## src/design/dpf_params.svh

```systemverilog
// Constants for the plane fetch block: addresses, fields, encodings.
`ifndef DPF_PARAMS_SVH
`define DPF_PARAMS_SVH
`define DPF_A_CTRL   8'h00
`define DPF_A_BASE   8'h04
`define DPF_A_STRIDE 8'h08
`define DPF_A_HGT    8'h0c
`define DPF_A_AUX    8'h10
`define DPF_A_SHGT   8'h14
`define DPF_A_STAT   8'h18
`define DPF_A_START  8'h1c
`define DPF_C_DECOMP 1
`define DPF_C_ROT    3:2
`define DPF_C_TILE   5:4
`define DPF_C_FMT    7:6
`define DPF_AUX_DIST 31:12
`define DPF_AUX_STR  9:0
`define DPF_ROT_0    2'h0
`define DPF_ROT_90   2'h1
`define DPF_ROT_180  2'h2
`define DPF_ROT_270  2'h3
`define DPF_TILE_Y   2'h2
`define DPF_TILE_YF  2'h3
`define DPF_FMT_8888 2'h0
`define DPF_FMT_1010 2'h1
`define DPF_ST_UNCMP 2'h0
`define DPF_LN_LAST  6'h3f
`define DPF_LN_HALF  6'h20
`define DPF_PG_SH    12
`define DPF_LN_SH    6
`endif

```

## src/design/dpf_pkg.sv

```systemverilog
// Types shared by the plane fetch block.
package dpf_pkg;
  typedef enum logic [2:0] {
    DPF_IDLE     = 3'h0,
    DPF_CCS_REQ  = 3'h1,
    DPF_CCS_WAIT = 3'h3,
    DPF_LN_REQ   = 3'h2,
    DPF_LN_WAIT  = 3'h6
  } dpf_state_t;
endpackage : dpf_pkg

```

## src/design/dpf_plane_fetch.sv

```systemverilog
// Plane fetch: page walker, rotation ordering, control surface lookup.
//
// Our own choices: register access over AHB-Lite and the placing of the registers.
`timescale 1ns/1ps
`include "dpf_params.svh"
module dpf_plane_fetch (
  // Clock and reset
  input  wire logic        mclk,
  input  wire logic        reset_n,
  // AHB-Lite slave
  input  wire logic        hsel,
  input  wire logic [31:0] haddr,
  input  wire logic [1:0]  htrans,
  input  wire logic        hwrite,
  input  wire logic [2:0]  hsize,
  input  wire logic [31:0] hwdata,
  input  wire logic        hready,
  output logic      [31:0] hrdata,
  output logic             hreadyout,
  output logic             hresp,
  // Memory read request and return
  output logic             mem_req_valid,
  output logic      [31:0] mem_req_addr,
  output logic             mem_req_ccs,
  input  wire logic        mem_req_ready,
  input  wire logic        mem_rd_valid,
  input  wire logic [31:0] mem_rd_data,
  // Pixel data out
  output logic             pix_valid,
  output logic      [31:0] pix_data,
  output logic      [1:0]  pix_state,
  output logic             pix_compressed,
  output logic             frame_done
);
  logic [31:0] ctrl, base, next_ctrl, next_base, aux, next_aux;
  logic [9:0]  stride, hgt, shgt, next_stride, next_hgt, next_shgt;
  logic [7:0]  dph_addr, next_dph_addr;
  logic        dph_wr, next_dph_wr, start, next_start;
  logic [31:0] next_hrdata;
  dpf_pkg::dpf_state_t st, next_st;
  logic [19:0] pg, next_pg, npages;
  logic [9:0]  px, py, next_px, next_py, px_e, py_e, rows;
  logic [5:0]  ln, next_ln, ln_e;
  logic [31:0] ccs_word, next_ccs_word;
  logic        next_req_valid, next_req_ccs, next_pix_valid;
  logic        next_pix_cmp, next_done;
  logic [31:0] next_req_addr, next_pix_data, line_addr, ccs_addr;
  logic [1:0]  next_pix_state, rot;
  logic        decomp_act, rot_swap;
  logic [3:0]  pair_idx;

  function automatic logic [31:0] ytile(input logic [31:0] xb,
                                        input logic [9:0]  y,
                                        input logic [9:0]  str);
    logic [31:0] t;
    t = 32'({5'h0, y[9:5]}) * 32'(str) + (xb >> 7);
    ytile = (t << `DPF_PG_SH) | {20'h0, xb[6:4], y[4:0], xb[3:0]};
  endfunction : ytile

  // Bus: address phase captured, answered in the next cycle, no waits.
  always_comb
  begin
    next_dph_addr = dph_addr;
    next_dph_wr   = 1'b0;
    next_hrdata   = hrdata;
    if (hsel && hready && htrans[1])
    begin
      next_dph_addr = haddr[7:0];
      next_dph_wr   = hwrite;
      unique case (haddr[7:0])
        `DPF_A_CTRL:   next_hrdata = ctrl;
        `DPF_A_BASE:   next_hrdata = base;
        `DPF_A_STRIDE: next_hrdata = {22'h0, stride};
        `DPF_A_HGT:    next_hrdata = {22'h0, hgt};
        `DPF_A_AUX:    next_hrdata = aux;
        `DPF_A_SHGT:   next_hrdata = {22'h0, shgt};
        `DPF_A_STAT:   next_hrdata = {28'h0, decomp_act,
                                      st != dpf_pkg::DPF_IDLE, rot};
        default:       next_hrdata = 32'h0;
      endcase
    end
  end

  always_comb
  begin
    next_ctrl   = ctrl;
    next_base   = base;
    next_stride = stride;
    next_hgt    = hgt;
    next_aux    = aux;
    next_shgt   = shgt;
    next_start  = 1'b0;
    if (dph_wr)
    begin
      unique case (dph_addr)
        `DPF_A_CTRL:   next_ctrl = {24'h0, hwdata[7:0]};
        `DPF_A_BASE:   next_base = hwdata;
        `DPF_A_STRIDE: next_stride = hwdata[9:0];
        `DPF_A_HGT:    next_hgt = hwdata[9:0];
        `DPF_A_AUX:    next_aux = {hwdata[`DPF_AUX_DIST], 2'h0,
                                   hwdata[`DPF_AUX_STR]};
        `DPF_A_SHGT:   next_shgt = hwdata[9:0];
        `DPF_A_START:  next_start = hwdata[0];
        default:       next_start = 1'b0;
      endcase
    end
  end

  always_ff @(posedge mclk or negedge reset_n)
  begin
    if (!reset_n)
    begin
      ctrl <= 32'h0; base <= 32'h0; stride <= 10'h0; hgt <= 10'h0;
      aux <= 32'h0; shgt <= 10'h0; start <= 1'b0;
      dph_addr <= 8'h0; dph_wr <= 1'b0; hrdata <= 32'h0;
      hreadyout <= 1'b0; hresp <= 1'b0;
    end
    else
    begin
      ctrl <= next_ctrl; base <= next_base; stride <= next_stride;
      hgt <= next_hgt; aux <= next_aux; shgt <= next_shgt;
      start <= next_start; dph_addr <= next_dph_addr;
      dph_wr <= next_dph_wr; hrdata <= next_hrdata;
      hreadyout <= 1'b1; hresp <= 1'b0;
    end
  end

  // Decompression is gated per plane; each plane carries this block.
  assign rot      = ctrl[`DPF_C_ROT];
  assign rot_swap = rot == `DPF_ROT_90 || rot == `DPF_ROT_270;
  assign decomp_act = ctrl[`DPF_C_DECOMP]
    && (ctrl[`DPF_C_TILE] == `DPF_TILE_Y
        || ctrl[`DPF_C_TILE] == `DPF_TILE_YF)
    && (ctrl[`DPF_C_FMT] == `DPF_FMT_8888
        || ctrl[`DPF_C_FMT] == `DPF_FMT_1010)
    && !rot_swap;

  // Remapped translations hide the rotated page walk; shgt gives rows for 90/270, hgt otherwise.
  assign rows   = rot_swap ? shgt : hgt;
  // Widen before the product so large planes do not wrap the page count.
  assign npages = 20'(stride) * 20'(rows);
  assign px_e   = (rot == `DPF_ROT_180) ? stride - px - 10'h1 : px;
  assign py_e   = (rot == `DPF_ROT_180) ? rows - py - 10'h1 : py;

  always_comb
  begin
    unique case (rot)
      `DPF_ROT_180: ln_e = ~ln;
      `DPF_ROT_90:  ln_e = {ln[2:0], ln[5:3]};
      `DPF_ROT_270: ln_e = ~{ln[2:0], ln[5:3]};
      default:      ln_e = ln;
    endcase
  end

  assign line_addr = base
    + ({12'h0, (rot == `DPF_ROT_180) ? npages - 20'h1 - pg : pg}
       << `DPF_PG_SH)
    + {20'h0, ln_e, 6'h0};
  // One control word holds 16 pair states, a line holds 16 words.
  assign ccs_addr = base + {aux[`DPF_AUX_DIST], 12'h0}
    + ytile({19'h0, px_e[9:3], px_e[2:0], ln_e[5], 2'h0}, py_e,
            aux[`DPF_AUX_STR]);
  assign pair_idx = ln_e[4:1];

  always_comb
  begin
    next_st        = st;
    next_pg        = pg;
    next_px        = px;
    next_py        = py;
    next_ln        = ln;
    next_ccs_word  = ccs_word;
    next_req_valid = mem_req_valid;
    next_req_addr  = mem_req_addr;
    next_req_ccs   = mem_req_ccs;
    next_pix_valid = 1'b0;
    next_pix_data  = pix_data;
    next_pix_state = pix_state;
    next_pix_cmp   = pix_compressed;
    next_done      = 1'b0;
    unique case (st)
      dpf_pkg::DPF_IDLE:
        if (start && npages != 20'h0)
        begin
          next_pg = 20'h0; next_px = 10'h0; next_py = 10'h0;
          next_ln = 6'h0;
          next_st = decomp_act ? dpf_pkg::DPF_CCS_REQ
                               : dpf_pkg::DPF_LN_REQ;
        end
      dpf_pkg::DPF_CCS_REQ:
      begin
        next_req_valid = 1'b1;
        next_req_addr  = ccs_addr;
        next_req_ccs   = 1'b1;
        next_st        = dpf_pkg::DPF_CCS_WAIT;
      end
      dpf_pkg::DPF_CCS_WAIT:
      begin
        if (mem_req_valid && mem_req_ready)
          next_req_valid = 1'b0;
        if (mem_rd_valid)
        begin
          next_ccs_word = mem_rd_data;
          next_st       = dpf_pkg::DPF_LN_REQ;
        end
      end
      dpf_pkg::DPF_LN_REQ:
      begin
        next_req_valid = 1'b1;
        next_req_addr  = line_addr;
        next_req_ccs   = 1'b0;
        next_st        = dpf_pkg::DPF_LN_WAIT;
      end
      dpf_pkg::DPF_LN_WAIT:
      begin
        if (mem_req_valid && mem_req_ready)
          next_req_valid = 1'b0;
        if (mem_rd_valid)
        begin
          next_pix_valid = 1'b1;
          next_pix_data  = mem_rd_data;
          next_pix_state = decomp_act
            ? ccs_word[{pair_idx, 1'b0} +: 2] : `DPF_ST_UNCMP;
          next_pix_cmp   = decomp_act
            && ccs_word[{pair_idx, 1'b0} +: 2] != `DPF_ST_UNCMP;
          next_ln = ln + 6'h1;
          next_st = (decomp_act && ln + 6'h1 == `DPF_LN_HALF)
                    ? dpf_pkg::DPF_CCS_REQ : dpf_pkg::DPF_LN_REQ;
          if (ln == `DPF_LN_LAST)
          begin
            next_pg = pg + 20'h1;
            next_px = (px == stride - 10'h1) ? 10'h0 : px + 10'h1;
            next_py = (px == stride - 10'h1) ? py + 10'h1 : py;
            if (pg == npages - 20'h1)
            begin
              next_st   = dpf_pkg::DPF_IDLE;
              next_done = 1'b1;
            end
            else
              next_st = decomp_act ? dpf_pkg::DPF_CCS_REQ
                                   : dpf_pkg::DPF_LN_REQ;
          end
        end
      end
      default: next_st = dpf_pkg::DPF_IDLE;
    endcase
  end

  always_ff @(posedge mclk or negedge reset_n)
  begin
    if (!reset_n)
    begin
      st <= dpf_pkg::DPF_IDLE; pg <= 20'h0; px <= 10'h0; py <= 10'h0;
      ln <= 6'h0; ccs_word <= 32'h0; mem_req_valid <= 1'b0;
      mem_req_addr <= 32'h0; mem_req_ccs <= 1'b0; pix_valid <= 1'b0;
      pix_data <= 32'h0; pix_state <= 2'h0; pix_compressed <= 1'b0;
      frame_done <= 1'b0;
    end
    else
    begin
      st <= next_st; pg <= next_pg; px <= next_px; py <= next_py;
      ln <= next_ln; ccs_word <= next_ccs_word;
      mem_req_valid <= next_req_valid; mem_req_addr <= next_req_addr;
      mem_req_ccs <= next_req_ccs; pix_valid <= next_pix_valid;
      pix_data <= next_pix_data; pix_state <= next_pix_state;
      pix_compressed <= next_pix_cmp; frame_done <= next_done;
    end
  end
endmodule : dpf_plane_fetch

```

## config.mk

```make
export PLATFORM = sky130hd
export DESIGN_NAME = dpf_plane_fetch
export DESIGN_NICKNAME = d
export VERILOG_FILES = /design/src/design/dpf_pkg.sv /design/src/design/dpf_plane_fetch.sv
export VERILOG_INCLUDE_DIRS = /design/src /design/src/design
export SDC_FILE = /design/constraint.sdc
export NUM_CORES = 1
export LEC_CHECK = 0
export ABC_CLOCK_PERIOD_IN_PS = 11200
export BUFFER_PORTS_ARGS = -buffer_cell sky130_fd_sc_hd__buf_2
export CORE_MARGIN = 8
export CORE_UTILIZATION = 45
export CTS_CLUSTER_DIAMETER = 60
export DETAILED_ROUTE_END_ITERATION = 10
export GPL_TIMING_DRIVEN = 0
export PLACE_DENSITY = 0.72
export SYNTH_ARGS = -nofsm -noshare
export SYNTH_HDL_FRONTEND = slang
export SYNTH_SLANG_ARGS = --single-unit
```

## constraint.sdc

```tcl
create_clock -name mclk -period 11.2 [get_ports mclk]
set_input_delay 1.12 -clock mclk [delete_from_list [all_inputs] [get_ports mclk]]
set_output_delay 1.12 -clock mclk [all_outputs]
set_load 0.02 [all_outputs]
```

After elaboration in Yosys (flattened, before gate mapping)
Cells that the tools add are included.

operators by class
  bitwise gates (word level) = 3
  $mul = 2
  multiplexer cells = 44
  reduce and logical (&&, ||, !) cells = 38
  equality and inequality tests = 32
  add/subtract/negate cells = 16
  shifts and indexed selects = 1

operators with widths
  cell                     number
  $pmux W32 S7             1
  $mux W10                 10
  $mux W20                 4
  $add A32 B32 Y32         2
  $pmux W32 S2             1
  $eq A8 B5 Y1 const B     6
  $pmux W10 S2             2
  $pmux W20 S2             1
  $add A32 B12 Y32         1
  $add A32 B28 Y32         1
  $eq A8 B4 Y1 const B     4
  $shiftx A32 B6 Y2        1
  $sub A10 B1 Y10 const B  3
  $or A28 B12 Y28          1
  $add A10 B1 Y10 const B  2
  $add A20 B1 Y20 const B  1
  $eq A20 B20 Y1           1
  $mul A10 B10 Y20         1
  $reduce_bool A20 Y1      1
  $sub A10 B10 Y10         2
  $sub A20 B1 Y20 const B  1
  $sub A20 B20 Y20         1
  $pmux W6 S3              1
  $reduce_and A2 Y1        9
  33 further kinds         78

word-level totals
  bits in registers = 295
  input bits = 108
  output and inout bits = 105
  word-level logic and storage cells = 161

Depth between registers and ports, before layout
Gate-level depths: netlist of the first run.

  word-level depth = 11
  depth in mapped cells = 44
  depth with buffers taken out = 44

Least setup slack after synthesis of the first run
No wires, ideal clock.

  path kind = reg2reg
  start = reg ctrl[2]
  end = reg mem_req_addr[31]
  setup slack = 2.169 ns
  clock period less this slack = 9.031 ns
  path buffers = 2
  library setup time = 0.087 ns
  data arrival time = 8.944 ns
  stages on the path, launching flop included = 44
  required time = 11.113 ns
  cell sequence = dfrtp_1 clkbuf_1 mux2_2 clkbuf_1 ha_1 a21o_1 a21oi_1 o21bai_1 a21oi_1 o21bai_1 a21oi_1 o21ai_0 xnor2_1 nand2_1 xnor2_1 nand2_1 fa_1 fa_1 (+8 left out) a21o_1 a21o_1 nand2_1 nand2b_1 xnor2_1 fa_1 inv_1 ha_1 a21o_1 a21oi_1 nand2_1 a211o_1 a31oi_1 o31ai_1 a21oi_1 xnor2_1 nand2_1 a22oi_1

between the ends
  word-level cells in the longest chain between the ends = 11
  elaborated cells on any way between the ends = 21
  classes of those cells = add/sub (8); mul (2); eq/ne (3); mux (6); bitwise (1); reduce/logical (1)

ends and longest elaborated chain
  element                                                    RTL line                text
  start, declared                                            dpf_plane_fetch.sv:35   logic [31:0] ctrl, base, next_ctrl, next_base, aux, next_aux;
  start signal, assigned                                     dpf_plane_fetch.sv:120  ctrl <= next_ctrl; base <= next_base; stride <= next_stride;
  branches (longest 10 deep; another with $add A32 B32 Y32)  -
  $pmux W32 S2 *                                             dpf_plane_fetch.sv:181  unique case (st)
  end signal, assigned                                       dpf_plane_fetch.sv:263  mem_req_valid <= next_req_valid; mem_req_addr <= next_req_addr;
  end, declared                                              dpf_plane_fetch.sv:23   output logic [31:0] mem_req_addr,

Every way passes the cells marked *.
A chain may end at the register's enable or synchronous reset.

Worst setup path after layout of the first run
Ends and elaborated chain as after synthesis.

==> impl_metrics.yaml, run 1 <==
detailed_routing:
  detail-route-antenna-nets: 0
  dr.pass1.iters: 6
  routed_wl_microns: 72900
  post_drt_via_cell_ratio: 5.77
  dr_wl_met3_microns: 5020
  met1Wirelength_microns: 31800
  drtIter0Drc: 1676
  wl_per_cell_microns: 20.7
  met2WireLength_microns: 33800
  vias: 20300
  route.detailed.drc: 0
  maxUsedRoutingLayer: "met5"
clock_network:
  cts_buffer_depth: 3
  root_buffer: "clkbuf_16"
  clk_pin_slew_ps: 60
  hold_buffers: 0
  clkLatencyLatePin_ps: 550
  cts_tree: "yes"
  h-tree-depth: 2
  cts_buffers: 37
  cts_num_sinks: 295
cells_and_area:
  final_core_util_pct: 51.4
  fin_nets: 3220
  final_cells: 3519
  layout-drive-gt1-share_pct: 15.1
  area_growth_pct: 13.2
synth:
  syn_area_sq_mm: 0.0238
  synth_seq_cells: 295
  ys_warn_count: 0
  synth-compound-area-share_pct: 14.9
  async_flop_share_pct: 100
  ys_seq_area_share_pct: 31.0
  synthAdderAreaFrac_pct: 19.9
  synthMuxAreaShare_pct: 7.69
  synth-simple-area-share_pct: 14.8
  avgSynthCellArea_sq_um: 9.24
  synth_flop_cell: "dfrtp_1"
  synth_edf_count: 0
  synth_cells: 2577
  synth_cell_types: 83
  synth_top_family_by_area: "adder cells"
  synth.net_count: 2995
  synth-xor-area-share_pct: 6.22
worst_setup_path:
  crit_cells: 37
  cp-start-kind: "flip-flop"
  arrival_ps: 11080
  crit_path_top_delay_cell: "buf_1"
  crit_path_frequent_cell: "fa_1"
  path_buf_inv: 6
  ff2ff_path_depth: 37
  max_stage_delay_ps: 650
  crit_required_ps: 11660
  crit_path_end_kind: "flip-flop"
  cp_max_fo: 10
  crit_type: "flip-flop to flip-flop"
  path_delay_family: "adder cells"
worst_hold_path:
  whs_path_depth: 2
  hold_class: "flip-flop to flip-flop"
placed_design:
  dp.cells: 3451
  dp_hpwl_microns: 58000
  gp_routability_congestion: 0.908
  portBuffers: 180
timing:
  setup_tns_ps: 0
  drv_slew: 0
  period_share_pct: 94.8
  rsz0062_at_grt: "no"
  setup-violations-final: 0
  slew-limit-headroom_pct: 1.94
  worst_slew_pin_slew_ps: 1470
  min_period_ps: 10620
  hold_violations: 0
  fmax_mhz: 94.1
  clock_skew_ps: 26.9
outcome:
  status: "completed"
power_and_ir_drop:
  ir_drop_mv: 0.222
  leakagePower_nw: 13.3
  p_per_area_mw_per_mm2: 193
die:
  ios: 213
  initial_core_util_pct: 45.4
  die-area_sq_mm: 0.0605
  core_area_sq_mm: 0.0524
  die_y_microns: 246
  die_w_microns: 246
  rows: 84
flow_run:
  maxCapViolations: 0
grt:
  grt_max_degree: 126
  grt_pass1_vias: 20500
  antenna_found_initial: 2
  overflow: 0
  grt_pass1_wl_microns: 114000
  grtUsageTotal_pct: 23.6
-- routing by layer --
layer	vias up	GRT usage, %
met1	10100	31.9
met5	-	0
met2	799	38.5
li1	9281	-
met3	131	3.36
met4	2	7.94
-- timing repair --
action,4_1_cts,5_1_grt
endpoints found under the hold margin,0,0
endpoints found under the setup margin,0,6
resized for setup,0,3
setup buffers,0,0
-- layout by cell type, fill, tap and decap left out, drive strengths merged, types with 56 or more instances in the layout --
cell type,netlist,final
a21o,56,56
a21oi,125,125
and2,67,67
buf,13,199
clkbuf,88,139
dfrtp,295,295
fa,113,113
ha,197,197
inv,241,244
mux2,134,134
nand2,349,349
nor2,128,128
o21ai,162,162
xnor2,116,116
-- worst reg2reg max path: cells and delay by family (launching register included) --
family          cells  cell delay [ps]
fa+ha+maj           8             3230
compound gates     13             2970
buf+inv             6             1710
simple gates        5              890
xor+xnor            4              830
flops               1              490
mux                 1              420
-- layout make-up --
type	instances	area, sq um
Inverter	241	905
Sequential cell	295	7380
Multi-Input combinational cell	1940	15200
Buffer	101	393
Timing Repair Buffer	186	1010
Clock inverter	15	159
Antenna cell	2	5.00
Tap cell	688	861
Fill cell	4712	25500
Clock buffer	51	1070
-- report_power, final --
part           total [mW]  internal (mW)  switching [mW]
Sequential           1.23           1.14          0.0884
Clock                1.22          0.722           0.495
Combinational        2.75           1.12            1.64
Total                5.20           2.98            2.22
-- per-stage QoR --
stage / hold WS [ps] / total power [mW] / setup slack [ps] / cell area (sq um)
finish: 475 / 5.20 / 577 / 26900
global route: 495 / 5.55 / 87.0 / 26900
CTS: 476 / 5.17 / 257 / 26900
detailed placement: 458 / 3.94 / 265 / 25700
global placement: 453 / 3.87 / 475 / 25600
floorplan: 474 / 3.22 / 2170 / 23800
-- cell families after synthesis --
group,count (synthesis)
compound gates,551
xor+xnor,166
fa+ha+maj,310
buf+inv,342
flops,295
mux,156
other cells,2
simple gates,755
-- cells in the mapped netlist, types with 5 or more instances --
| cell type | instances | area (sq um) |
|---|---|---|
| o211ai_1 | 17 | 128 |
| nand2b_1 | 21 | 131 |
| and3_1 | 24 | 150 |
| and2_1 | 67 | 419 |
| nor2b_1 | 30 | 188 |
| inv_1 | 239 | 897 |
| ha_1 | 197 | 2460 |
| a211o_1 | 7 | 61.3 |
| clkbuf_1 | 88 | 330 |
| a31oi_1 | 17 | 106 |
| nor2_1 | 128 | 480 |
| fa_1 | 113 | 2260 |
| a222oi_1 | 8 | 80.1 |
| a21o_1 | 56 | 420 |
| mux4_2 | 8 | 180 |
| a21oi_1 | 125 | 626 |
| mux2_2 | 134 | 1510 |
| nor4_1 | 6 | 37.5 |
| buf_1 | 9 | 33.8 |
| nand2_1 | 349 | 1310 |
| xnor2_1 | 116 | 1020 |
| o31ai_1 | 7 | 52.6 |
| a31o_2 | 6 | 52.6 |
| o211a_1 | 7 | 70.1 |
| dfrtp_1 | 295 | 7380 |
| mux2i_1 | 14 | 140 |
| o21bai_1 | 23 | 173 |
| a211oi_1 | 16 | 120 |
| nand4_1 | 10 | 62.6 |
| nor3_1 | 33 | 165 |
| or3_1 | 13 | 81.3 |
| o21ai_0 | 159 | 796 |
| nand3_1 | 41 | 205 |
| nor3b_1 | 6 | 45.0 |
| a22oi_1 | 39 | 293 |
| o22ai_1 | 9 | 56.3 |
| nor4b_1 | 5 | 43.8 |
| o21a_1 | 13 | 97.6 |
| xor2_1 | 48 | 420 |
| o41ai_1 | 5 | 43.8 |
-- path summary, 6_finish.rpt --
| path | from | endpoint | slack (ps) |
|---|---|---|---|
| setup / recovery | ctrl[2] | mem_req_addr[31] | 580 |
| hold / removal | pix_data[23] | pix_data[23] | 470 |
| setup reg to reg | ctrl[2] | mem_req_addr[31] | 580 |
| hold reg to reg | pix_data[23] | pix_data[23] | 470 |
| max in group asynchronous | reset_n | mem_req_addr[5] | 9700 |
| min in group asynchronous | reset_n | pix_data[22] | 480 |
-- sequential cells by signal (all words and copies together) (netlist names), 2 cells and up --
name	flops
py	10
shgt	10
pg	20
stride	10
hrdata	32
pix_state	2
ctrl	8
ccs_word	32
pix_data	32
ln	6
hgt	10
mem_req_addr	32
dph_addr	8
px	10
base	32
aux	30
st	3
Power figures use the tool's default switching activity.
==> inputs of run 2 (changes only) <==
--- a/config.mk
+++ b/config.mk
@@ -6,7 +6,7 @@
 export SDC_FILE = /design/constraint.sdc
 export NUM_CORES = 1
 export LEC_CHECK = 0
-export ABC_CLOCK_PERIOD_IN_PS = 11200
+export ABC_CLOCK_PERIOD_IN_PS = 12750
 export BUFFER_PORTS_ARGS = -buffer_cell sky130_fd_sc_hd__buf_2
 export CORE_MARGIN = 8
 export CORE_UTILIZATION = 45
==> constraint.sdc (replaced) <==
create_clock -name mclk -period 12.75 [get_ports mclk]
set_input_delay 1.275 -clock mclk [delete_from_list [all_inputs] [get_ports mclk]]
set_output_delay 1.275 -clock mclk [all_outputs]
set_load 0.02 [all_outputs]
==> run 2 against run 1 <==
  * The run now ends with capacitance limit left
  * First-iteration DRC count is 3.7% higher
  * Wire length hardly changed
  * Global-route usage stayed put
  * Sequential share of layout area hardly changed
  * Critical path type unchanged
  * Largest power group unchanged
  * Sequential power is 12% lower
==> impl_metrics.yaml, run 2 (synthesized netlist as in run 1, its figures left out) <==
timing:
  worst_slack_ps: 1610
  fmax_mhz: 89.8
  hold_violations: 0
  slew-limit-headroom_pct: 0.606
  min_period_ps: 11140
  worst_slew_pin_slew_ps: 1490
  rsz0062_at_grt: "no"
  drv_slew: 0
  period_share_pct: 87.4
  timing.hold.ws_ps: 475
  setup-violations-final: 0
  clock_skew_ps: 27.2
  setup_tns_ps: 0
die:
  rows: 84
  initial_core_util_pct: 45.4
  die-area_sq_mm: 0.0605
  die_w_microns: 246
  core_area_sq_mm: 0.0524
  die_y_microns: 246
  ios: 213
power_and_ir_drop:
  leakagePower_nw: 13.2
  ir_drop_mv: 0.193
  p_seq_share_pct: 23.7
  sw_frac_of_total_pct: 42.6
  switchingPower_mw: 1.95
  p_per_area_mw_per_mm2: 169
  clock_power_share_pct: 23.4
  p_int_mw: 2.62
  finalPower_mw: 4.57
  comb_power_share_pct: 52.8
worst_setup_path:
  path_buf_inv: 4
  arrival_ps: 11590
  max_stage_delay_ps: 850
  crit_required_ps: 13210
  crit_path_top_delay_cell: "xnor2_1"
  crit_type: "flip-flop to flip-flop"
  crit_path_frequent_cell: "a21oi_1"
  cp-start-kind: "flip-flop"
  crit_path_end_kind: "flip-flop"
  path_delay_family: "compound AO/OA/AOI/OAI gates"
  cp_max_fo: 11
placed_design:
  dp_hpwl_microns: 58000
  gp_routability_congestion: 0.908
  portBuffers: 180
  pre_cts_ws_ps: 1820
  dpl_cell_area_sq_mm: 0.0257
cells_and_area:
  area_growth_pct: 13.2
  fin_area_sq_mm: 0.0269
  fin_nets: 3220
  final_common_cell: "nand2_1"
  nFillCells: 4712
  final_cell_mix: "349 x nand2_1, 295 x dfrtp_1, 239 x inv_1"
  layout-drive-gt1-share_pct: 15.0
clock_network:
  postCtsResizedCells: 0
  clkLatencyLatePin_ps: 550
  root_buffer: "clkbuf_16"
  clk_pin_slew_ps: 60
  hold_buffers: 0
  cts_buffers: 37
  cts_num_sinks: 295
  h-tree-depth: 2
  cts_tree: "yes"
  cts_buffer_depth: 3
  cts_setup_buffers: 0
grt:
  overflow: 0
  grt_max_degree: 126
  grt_pass1_vias: 20500
  grt_pass1_wl_microns: 114000
  antenna_found_initial: 2
  grtUsageTotal_pct: 23.6
detailed_routing:
  routed_wl_microns: 72900
  wl_per_cell_microns: 20.7
  dr.pass1.iters: 7
  drtIter0Drc: 1738
  route.detailed.drc: 0
  detail-route-antenna-nets: 0
  post_drt_via_cell_ratio: 5.77
  vias: 20300
outcome:
  status: "complete, but fails checks"
  violations: "capacitance limit"
worst_hold_path:
  hold_class: "flip-flop to flip-flop"
flow_run:
  maxCapViolations: 1
## run 2: power by group through the flow
stage / registers, mW / clock network [mW] / logic [mW]
after floorplan: 1.11 / 0 / 1.72
after global placement: 1.09 / 0 / 2.30
after detailed placement: 1.10 / 0 / 2.36
after CTS: 1.08 / 1.08 / 2.38
after global routing: 1.09 / 1.12 / 2.67
final: 1.08 / 1.07 / 2.41
## run 2: routing by layer
metal | vias to the layer above | track usage (%) | share of wire [%]
met1 | 10100 | 31.9 | 43
met3 | 131 | 3.36 | 6.9
met2 | 790 | 38.5 | 46
li1 | 9272 | - | -
met5 | - | 0 | 0.018
met4 | 2 | 7.94 | 3.3
## run 2: per-stage QoR
stage	instances	utilization (%)
after floorplan	2577	-
after global placement	3445	48.7
after detailed placement	3451	49.0
after CTS	3517	51.4
after global routing	3517	51.4
final	3519	51.4
## run 2: tightest hold or removal path, stage by stage, from the launching register on
cell	delay [ps]
dfrtp_1	340
nand2_1	50
nand2_1	60
## run 2: final timing paths
kind | startpoint | endpoint | slack, ps | cells past startpoint
worst min-delay path | pix_data[23] | pix_data[23] | 470 | 2
worst max-delay path | ctrl[2] | mem_req_addr[31] | 1610 | 43
max in group asynchronous | reset_n | mem_req_addr[5] | 11110 | 2
worst min register to register | pix_data[23] | pix_data[23] | 470 | 2
min in group asynchronous | reset_n | pix_data[22] | 630 | 1
worst max register to register | ctrl[2] | mem_req_addr[31] | 1610 | 43
## run 2: final cells by class
cell class / instances / area, sq um / share of cell area (%)
diodes: 2 / 5.00 / 0.0186
plain buffers: 101 / 392 / 1.45
clock buffers: 51 / 1070 / 3.98
clock inverters: 15 / 159 / 0.590
inverters: 241 / 905 / 3.36
multi-input cells: 1940 / 15200 / 56.3
flip-flops and latches: 295 / 7380 / 27.4
well taps: 688 / 861 / 3.20
repair buffers: 186 / 1010 / 3.74
